==> config.mk <==
export PLATFORM = sky130hd
export DESIGN_NAME = dplf_failover
export DESIGN_NICKNAME = d
export VERILOG_FILES = /design/src/rtl/dplf_pkg.sv /design/src/rtl/dplf_failover.sv
export SDC_FILE = /design/constraint.sdc
export NUM_CORES = 1
export LEC_CHECK = 0
export BUFFER_PORTS_ARGS = -buffer_cell sky130_fd_sc_hd__buf_4
export CAP_MARGIN = 20
export CORE_AREA = 8 8 154 156
export CTS_CLUSTER_DIAMETER = 30
export DETAILED_ROUTE_END_ITERATION = 6
export DIE_AREA = 0 0 162 164
export GPL_TIMING_DRIVEN = 0
export SYNTH_ARGS = -nofsm -noshare
export SYNTH_HDL_FRONTEND = slang
export SYNTH_SLANG_ARGS = --single-unit
==> constraint.sdc <==
create_clock -name clk_sys_in -period 9.4 [get_ports clk_sys_in]
set_input_delay 0.47 -clock clk_sys_in [delete_from_list [all_inputs] [get_ports clk_sys_in]]
set_output_delay 0.47 -clock clk_sys_in [all_outputs]
set_load 0.1 [all_outputs]
==> src/rtl/dplf_pkg.sv <==
package dplf_pkg;

  // link name limits, in characters
  localparam logic [4:0] NAME_LEN_MIN = 5'h01;
  localparam logic [4:0] NAME_LEN_MAX = 5'h10;
  localparam int         NAME_CHARS   = 16;

  // printable character range (space through tilde)
  localparam logic [7:0] CHAR_MIN = 8'h20;
  localparam logic [7:0] CHAR_MAX = 8'h7e;

  // state change counter width and reset value
  localparam int          CNT_W     = 16;
  localparam logic [15:0] CNT_RESET = 16'h0000;

  // link type indication
  typedef enum logic [0:0] {
    DPLF_TYPE_MASTER    = 1'b0,
    DPLF_TYPE_RESPONDER = 1'b1
  } dplf_type_t;

  // failover controller states
  typedef enum logic [2:0] {
    DPLF_ST_UNCONF    = 3'b000,
    DPLF_ST_PRI       = 3'b001,
    DPLF_ST_SEC       = 3'b010,
    DPLF_ST_WAIT_PRI  = 3'b011,
    DPLF_ST_WAIT_SEC  = 3'b100,
    DPLF_ST_RESP      = 3'b101
  } dplf_state_t;

  // per-port link health and enable pair
  typedef struct packed {
    logic pri;
    logic sec;
  } dplf_pair_t;

  // name write request
  typedef struct packed {
    logic       valid;
    logic [4:0] len;
    logic [8*NAME_CHARS-1:0] chars;
  } dplf_name_req_t;

endpackage

==> src/rtl/dplf_failover.sv <==
`timescale 1ns/10ps

// Function
// - accept names 1..16 printable chars, reject others
// - each link reports master or responder type
// - never enable primary and secondary together
// - on configure primary active, secondary standby
// - primary fails, standby good: swap to secondary
// - secondary fails, primary recovered: revert to primary
// - responder mode drives one single port
// - no good standby: wait, resume whichever recovers
// - count active/standby transitions, readable total
module dplf_failover (
  input  wire logic                    clk_sys_in,    // 25 MHz clock
  input  wire logic                    reset_in,      // sync, active high
  input  wire logic                    config_in,     // configure: pair, or responder if responder_in
  input  wire logic                    responder_in,  // responder role
  input  wire dplf_pkg::dplf_pair_t    link_ok_in,    // async link good
  input  wire dplf_pkg::dplf_name_req_t name_req_in,  // name write
  output logic                         configured_out, // link is set up
  output dplf_pkg::dplf_type_t         link_type_out, // master/responder
  output dplf_pkg::dplf_pair_t         port_en_out,   // port active
  output logic                         resp_en_out,   // responder port on
  output logic [dplf_pkg::CNT_W-1:0]   changes_out,   // change total
  output logic                         name_ok_out,   // name accepted
  output logic                         name_err_out,  // name rejected
  output logic [4:0]                   name_len_out,  // stored length
  output logic [8*dplf_pkg::NAME_CHARS-1:0] name_out  // stored name
);

  // two-flop synchronisers for the link status pins
  dplf_pkg::dplf_pair_t ok_meta_reg;   // first stage, read by second only
  dplf_pkg::dplf_pair_t ok_sync_reg;   // safe link status

  // controller state
  dplf_pkg::dplf_state_t st_reg, st_next;
  dplf_pkg::dplf_pair_t  en_reg, en_next;
  logic                  resp_reg, resp_next;
  logic [dplf_pkg::CNT_W-1:0] cnt_reg, cnt_next;

  // registered status decodes, so the outputs come from flops
  logic                  cfg_reg, cfg_next;    // link configured
  dplf_pkg::dplf_type_t  type_reg, type_next;  // master or responder

  // name state
  logic                  nok_reg, nok_next;
  logic                  nerr_reg, nerr_next;
  logic [4:0]            nlen_reg, nlen_next;
  logic [8*dplf_pkg::NAME_CHARS-1:0] name_reg, name_next;

  // checks one name request: length range and printable chars
  function automatic logic name_valid(input dplf_pkg::dplf_name_req_t r);
    logic ok;
    logic [7:0] c;
    ok = (r.len >= dplf_pkg::NAME_LEN_MIN) &&
         (r.len <= dplf_pkg::NAME_LEN_MAX);
    for (int i = 0; i < dplf_pkg::NAME_CHARS; i++) begin
      c = r.chars[8*i +: 8];
      if ((5'(i) < r.len) &&
          ((c < dplf_pkg::CHAR_MIN) || (c > dplf_pkg::CHAR_MAX))) begin
        ok = 1'b0;
      end
    end
    return ok;
  endfunction

  // number of ports whose active state differs
  function automatic logic [1:0] flips(input logic [2:0] a,
                                       input logic [2:0] b);
    logic [2:0] d;
    d = a ^ b;
    return 2'({1'b0, d[0]} + {1'b0, d[1]} + {1'b0, d[2]});
  endfunction

  // synchroniser registers
  always_ff @(posedge clk_sys_in) begin
    if (reset_in) begin
      ok_meta_reg <= '0;
      ok_sync_reg <= '0;
    end else begin
      ok_meta_reg <= link_ok_in;
      ok_sync_reg <= ok_meta_reg;
    end
  end

  // failover next-state logic, evaluated every cycle
  always_comb begin
    st_next   = st_reg;
    en_next   = en_reg;
    resp_next = resp_reg;
    case (st_reg)
      dplf_pkg::DPLF_ST_UNCONF: begin
        en_next   = '0;
        resp_next = 1'b0;
      end
      dplf_pkg::DPLF_ST_PRI: begin
        // primary failed: swap only if standby good
        if (!ok_sync_reg.pri && ok_sync_reg.sec) begin
          st_next = dplf_pkg::DPLF_ST_SEC;
          en_next = '{pri: 1'b0, sec: 1'b1};
        end else if (!ok_sync_reg.pri) begin
          st_next = dplf_pkg::DPLF_ST_WAIT_PRI;
        end
      end
      dplf_pkg::DPLF_ST_SEC: begin
        // secondary failed: revert if primary recovered
        if (!ok_sync_reg.sec && ok_sync_reg.pri) begin
          st_next = dplf_pkg::DPLF_ST_PRI;
          en_next = '{pri: 1'b1, sec: 1'b0};
        end else if (!ok_sync_reg.sec) begin
          st_next = dplf_pkg::DPLF_ST_WAIT_SEC;
        end
      end
      dplf_pkg::DPLF_ST_WAIT_PRI: begin
        // primary down, waiting: own recovery wins ties
        if (ok_sync_reg.pri) begin
          st_next = dplf_pkg::DPLF_ST_PRI;
        end else if (ok_sync_reg.sec) begin
          st_next = dplf_pkg::DPLF_ST_SEC;
          en_next = '{pri: 1'b0, sec: 1'b1};
        end
      end
      dplf_pkg::DPLF_ST_WAIT_SEC: begin
        // secondary down, waiting
        if (ok_sync_reg.sec) begin
          st_next = dplf_pkg::DPLF_ST_SEC;
        end else if (ok_sync_reg.pri) begin
          st_next = dplf_pkg::DPLF_ST_PRI;
          en_next = '{pri: 1'b1, sec: 1'b0};
        end
      end
      dplf_pkg::DPLF_ST_RESP: begin
        // single port, active while its link is good
        en_next   = '0;
        resp_next = ok_sync_reg.pri;
      end
      default: begin
        st_next = dplf_pkg::DPLF_ST_UNCONF;
        en_next = '0;
      end
    endcase
    // configuration overrides: responder or fresh master pair
    if (!config_in) begin
      st_next   = dplf_pkg::DPLF_ST_UNCONF;
      en_next   = '0;
      resp_next = 1'b0;
    end else if (responder_in &&
                 st_reg != dplf_pkg::DPLF_ST_RESP) begin
      st_next   = dplf_pkg::DPLF_ST_RESP;
      en_next   = '0;
      resp_next = 1'b0;
    end else if (!responder_in &&
                 (st_reg == dplf_pkg::DPLF_ST_UNCONF ||
                  st_reg == dplf_pkg::DPLF_ST_RESP)) begin
      st_next   = dplf_pkg::DPLF_ST_PRI;
      en_next   = '{pri: 1'b1, sec: 1'b0};
      resp_next = 1'b0;
    end
  end

  // status decodes taken from the next state, one edge ahead
  always_comb begin
    cfg_next  = (st_next != dplf_pkg::DPLF_ST_UNCONF);
    type_next = (st_next == dplf_pkg::DPLF_ST_RESP) ?
                dplf_pkg::DPLF_TYPE_RESPONDER :
                dplf_pkg::DPLF_TYPE_MASTER;
  end

  // transition counter
  always_comb begin
    cnt_next = cnt_reg + dplf_pkg::CNT_W'(flips({en_reg, resp_reg},
                                                {en_next, resp_next}));
  end

  // name acceptance logic
  always_comb begin
    nok_next  = 1'b0;
    nerr_next = 1'b0;
    nlen_next = nlen_reg;
    name_next = name_reg;
    if (name_req_in.valid) begin
      if (name_valid(name_req_in)) begin
        nok_next  = 1'b1;
        nlen_next = name_req_in.len;
        name_next = name_req_in.chars;
      end else begin
        nerr_next = 1'b1;
      end
    end
  end

  // state registers; reset restores primary active
  always_ff @(posedge clk_sys_in) begin
    if (reset_in) begin
      st_reg   <= dplf_pkg::DPLF_ST_PRI;
      en_reg   <= '{pri: 1'b1, sec: 1'b0};
      resp_reg <= 1'b0;
      cfg_reg  <= 1'b1;
      type_reg <= dplf_pkg::DPLF_TYPE_MASTER;
      cnt_reg  <= dplf_pkg::CNT_RESET;
      nok_reg  <= 1'b0;
      nerr_reg <= 1'b0;
      nlen_reg <= '0;
      name_reg <= '0;
    end else begin
      st_reg   <= st_next;
      en_reg   <= en_next;
      resp_reg <= resp_next;
      cfg_reg  <= cfg_next;
      type_reg <= type_next;
      cnt_reg  <= cnt_next;
      nok_reg  <= nok_next;
      nerr_reg <= nerr_next;
      nlen_reg <= nlen_next;
      name_reg <= name_next;
    end
  end

  // outputs straight from flip-flops
  assign configured_out = cfg_reg;
  assign link_type_out  = type_reg;
  assign port_en_out    = en_reg;
  assign resp_en_out    = resp_reg;
  assign changes_out    = cnt_reg;
  assign name_ok_out    = nok_reg;
  assign name_err_out   = nerr_reg;
  assign name_len_out   = nlen_reg;
  assign name_out       = name_reg;

endmodule

# Word level (Yosys, flattened, before mapping)
# Cells that the tools add are included.
# word_totals
register_bits	163
in_bits	140
out_inout_bits	156
wordCells	169
# classes
n_addsub	3
magnitude_cmp	50
n_eq_ne	7
muxes	46
bitwise_logic	2
reduce_logical	46
# op_table
operator	n
$gt A8 B7 Y1 const B	16
$lt A8 B6 Y1 const B	16
$lt A4 B5 Y1 const A	8
$mux W3	11
$mux W1	23
$logic_and A1 B1 Y1	21
$lt A3 B5 Y1 const A	4
$mux W2	9
$logic_or A1 B1 Y1	17
$add A16 B2 Y16	1
$pmux W3 S5	1
$lt A1 B5 Y1 const A	2
$lt A2 B5 Y1 const A	2
$eq A3 B3 Y1 const B	3
$pmux W2 S4	1
$eq A3 B2 Y1 const B	2
$ge A5 B1 Y1 const B	1
$le A5 B5 Y1 const B	1
$reduce_or A2 Y1	2
$eq A3 B1 Y1 const B	1
$logic_not A1 Y1	3
$logic_not A3 Y1	1
$ne A3 B3 Y1 const B	1
$reduce_bool A3 Y1	1
other kinds (6)	6

# Depth between registers and ports, before layout
# logic_depth
ltp_word	21
mapped_depth	16
mapped_depth_nobuf	15

# Worst setup path before layout
# Ideal clock, no wire load.
# synth_path
kind	flip-flop to flip-flop
startpoint	register resp_reg (netlist: resp_en_out)
endpoint	register cnt_reg (netlist bit changes_out[12])
setup_ps	128
arrival_ps	3222
path_slack_ps	6051
path_stages_with_launch	15
path_buffers	0
path_cell_list	dfxtp_1 > inv_1 > o21ai_0 > nand2_1 > a21oi_1 > xnor2_1 > fa_1 > inv_1 > ha_1 > fa_1 > nand3_1 > nor2_1 > nand2_1 > xor2_1 > nor2_1
# synth_between
elab_chain_cells	8
# synth_lines
element	line_no	text
from (decl)	dplf_failover.sv:38	logic resp_reg, resp_next;
from (signal assigned)	dplf_failover.sv:208	resp_reg <= resp_next;
$pmux W1 S2	dplf_failover.sv:91	case (st_reg)
$mux W1	dplf_failover.sv:152	end else if (!responder_in &&
$mux W1	dplf_failover.sv:147	end else if (responder_in &&
$mux W1	dplf_failover.sv:143	if (!config_in) begin
$xor A3 B3 Y3 (*)	dplf_failover.sv:71	d = a ^ b;
$add A1 B1 Y2 (*)	dplf_failover.sv:72	return 2'({1'b0, d[0]} + {1'b0, d[1]} + {1'b0, d[2]});
$add A2 B1 Y2 (*)	dplf_failover.sv:72	
$add A16 B2 Y16 (*)	dplf_failover.sv:171	cnt_next = cnt_reg + dplf_pkg::CNT_W'(flips({en_reg, resp_reg},
to (signal assigned)	dplf_failover.sv:200	cnt_reg <= dplf_pkg::CNT_RESET;
to (signal assigned)	dplf_failover.sv:211	cnt_reg <= cnt_next;
to (decl)	dplf_failover.sv:39	logic [dplf_pkg::CNT_W-1:0] cnt_reg, cnt_next;
# Every way passes the cells marked *; elsewhere a longest branch is shown, timed or not.
# A chain may end at the register's enable or synchronous reset.

# Final worst setup path
# layout_path
startpoint	register st_reg[0]
endpoint	register cnt_reg (netlist bit changes_out[14])
# layout_between
elab_chain_cells	10
# layout_lines
element	line_no	text
from (decl)	dplf_failover.sv:36	dplf_pkg::dplf_state_t st_reg, st_next;
from (signal assigned)	dplf_failover.sv:195	st_reg <= dplf_pkg::DPLF_ST_PRI;
from (signal assigned)	dplf_failover.sv:206	st_reg <= st_next;
parallel branches: the longest is 6 deep, another holds $pmux W2 S4	n/a	
$xor A3 B3 Y3 (*)	dplf_failover.sv:71	
$add A1 B1 Y2	dplf_failover.sv:72	
$add A2 B1 Y2 (*)	dplf_failover.sv:72	
$add A16 B2 Y16 (*)	dplf_failover.sv:171	
# Mark *: on every way between the ends.

==> qor.txt <==
detailed placement HPWL -> 20.2 mm
Slew Limit Fails -> 0
vias per cell -> 4.73
Final Setup Violations -> 0
Die H -> 164 µm
CP Capture Type -> flip-flop
RSZ-0062 raised after global routing -> false
Fmax achieved -> 0.290 GHz
Max IR drop VDD -> 0.0000986 V
Synth Cell Area -> 0.00790 mm²
CTS tree -> done
peak per-stage delay on the critical path -> 510 ps
Worst-path clk slew -> 70 ps
outcome -> finished, final reports clean
layout cells sized above 1 -> 30.0%
M3 GR Usage -> 8.27%
Max Cap Viol -> 0
antenna violations before repair -> 2
Worst Path Required -> 9700 ps
final setup margin -> 5950 ps
Hold Path Class -> input port to flip-flop
met1 Use GR -> 21.0%
Syn Area/Cell -> 9.63 µm²
clock skew -> 9.44 ps
count leader, synth -> nand2b_1
CTS Root Cell -> clkbuf_16
Chip Width -> 162 µm
largest net degree at the start of global routing -> 17
Fin. Hold Viols -> 0
CP Max Fanout -> 10
PortBufs -> 290
Core Rows -> 54
Routed WL per cell -> 17.7 µm
critical path cell sequence -> clkbuf_1, nor2b_1, a21oi_1, o22ai_1, nand2_1, a21oi_1, xnor2_1, fa_1, inv_1, ha_1, fa_1, nand3_1, nor2_1, nand2_1, xor2_1, nor2_1
# hold bufs at CTS -> 0
gr usage total -> 18.9%
routed vias -> 6732
net count after synthesis -> 964
worst path bufs/invs -> 2
post_cts resized -> 0
most frequent cells after synthesis -> nand2b_1, dfxtp_1, mux2i_1
gpl congestion -> 0.794
vias in the first global route -> 7077
CTS buffer count -> 17
Slowest cell on crit path -> fa_1
Main synth FF type -> dfxtp_1
FFs w/ async S/R, synth -> 0%
delay-heaviest family, CP -> adder cells
sequential share of the synthesized area -> 41.3%
normalized max-slew margin -> 55.5%
Clock Path Buffers -> 2
area grow syn2layout -> 39.5%
Top Usage Layer GRT -> met2
global-route wire length before repair -> 39.2 mm
gr ovfl total -> 0
Final nets -> 1273
yosys synthesis warning count -> 0
cell count after synthesis -> 820
Setup TNS -> 0 ps
met2 global-route usage -> 32.5%
synthesized flop and latch total -> 163
Worst setup SP type -> flip-flop
Post-CTS Setup Bufs -> 0
Clock H-tree levels -> 4
Clock Latency Late Sink -> 420 ps
max reg flops -> 128
DRC -> 0
remaining antenna violation count after routing -> 0
dpl ws -> 5920 ps
top-area cell type share of the netlist area -> 41.3%
Final Cycle Share -> 36.7%
top cell type by total area after synthesis -> dfxtp_1
PD cells -> 142 mW/mm²
Core Area -> 0.0214 mm²
Post-synth EDFFs -> 0
die area -> 0.0266 mm²
Yosys cell types -> 43
leak pwr -> 4.42 nW
kind of critical path -> flip-flop to flip-flop
measured slew at the worst slew-check pin -> 667 ps
TritonRoute pass-1 iters -> 5
drt total wl -> 25.2 mm
Arrival @ worst endpoint -> 3750 ps
Tmin final -> 3450 ps
First DRT Iteration DRCs -> 280
# IOs -> 296
initial core utilization -> 37.0%
synth top area cells -> dfxtp_1, nand2b_1, mux2i_1
clock sinks -> 163
## metrics by stage
stage	area, µm²	util (%)	cells	hold slack [ps]	power [mW]
2_1_floorplan	7900	-	820	414	0.808
3_3_place_gp	10400	48.8	1390	430	0.891
3_5_place_dp	10400	48.8	1390	434	0.891
4_1_cts	11000	51.6	1422	238	1.59
5_1_grt	11000	51.6	1423	266	1.63
6_report	11000	51.6	1423	261	1.56
## placed cells by master, fill, tap and decap left out, drive strengths merged, types with 7 or more instances in the layout
cell,synthesis,final
nor2,30,30
a21oi,8,8
dfxtp,163,163
nand2b,266,266
nor2b,12,12
clkbuf,40,60
nand3,11,11
o21ai,7,7
a41oi,13,13
inv,9,12
and4,14,14
clkinv,0,7
xor2,12,12
nand4,7,7
buf,16,306
mux2i,133,133
nand2,11,11
o21bai,12,12
## power breakdown
part           internal (mW)  total, mW  switching (mW)
logic                 0.0834      0.175          0.0920
registers              0.695      0.698         0.00345
clock network          0.391      0.690           0.299
total                   1.17       1.56           0.394
## area by class of cell
cell class              instances  area, µm²
well taps                     280        350
clock buffers                  20        467
flip-flops and latches        163       3260
fillers                      2031      10300
clock inverters                12        121
inverters                       9       33.8
plain buffers                  56        323
multi-input cells             592       4280
repair buffers                290       2180
diodes                          1       2.50
## final timing paths
| kind | startpoint | slack [ps] | depth (start not counted) | to |
|---|---|---|---|---|
| setup / recovery | st_reg[0] | 5950 | 16 | changes_out[14] |
| hold / removal | link_ok_in[1] | 260 | 2 | ok_meta_reg[1] |
| setup reg to reg | st_reg[0] | 5950 | 16 | changes_out[14] |
| hold reg to reg | ok_meta_reg[0] | 440 | 1 | ok_sync_reg[0] |
## routing by layer
metal	routed length [µm]	share of wire (%)
met5	13	0.052
met4	270	1.1
met3	2370	9.4
met2	12300	49
met1	10300	41
## kinds of logic (layout without fill, tap and decap cells)
kind of cell / after synthesis / count (layout) / share of synthesized area, %
AO/OA/AOI/OAI: 65 / 65 / 5.99
XOR/XNOR: 18 / 18 / 2.00
AND/OR/NAND/NOR: 372 / 372 / 28.5
multiplexers: 133 / 133 / 16.9
other: 0 / 1 / 0
buffers and inverters: 65 / 387 / 4.52
adder cells (fa/ha/maj): 4 / 4 / 0.824
flip-flops: 163 / 163 / 41.3
Note: power is estimated with default switching activity, not from simulation.
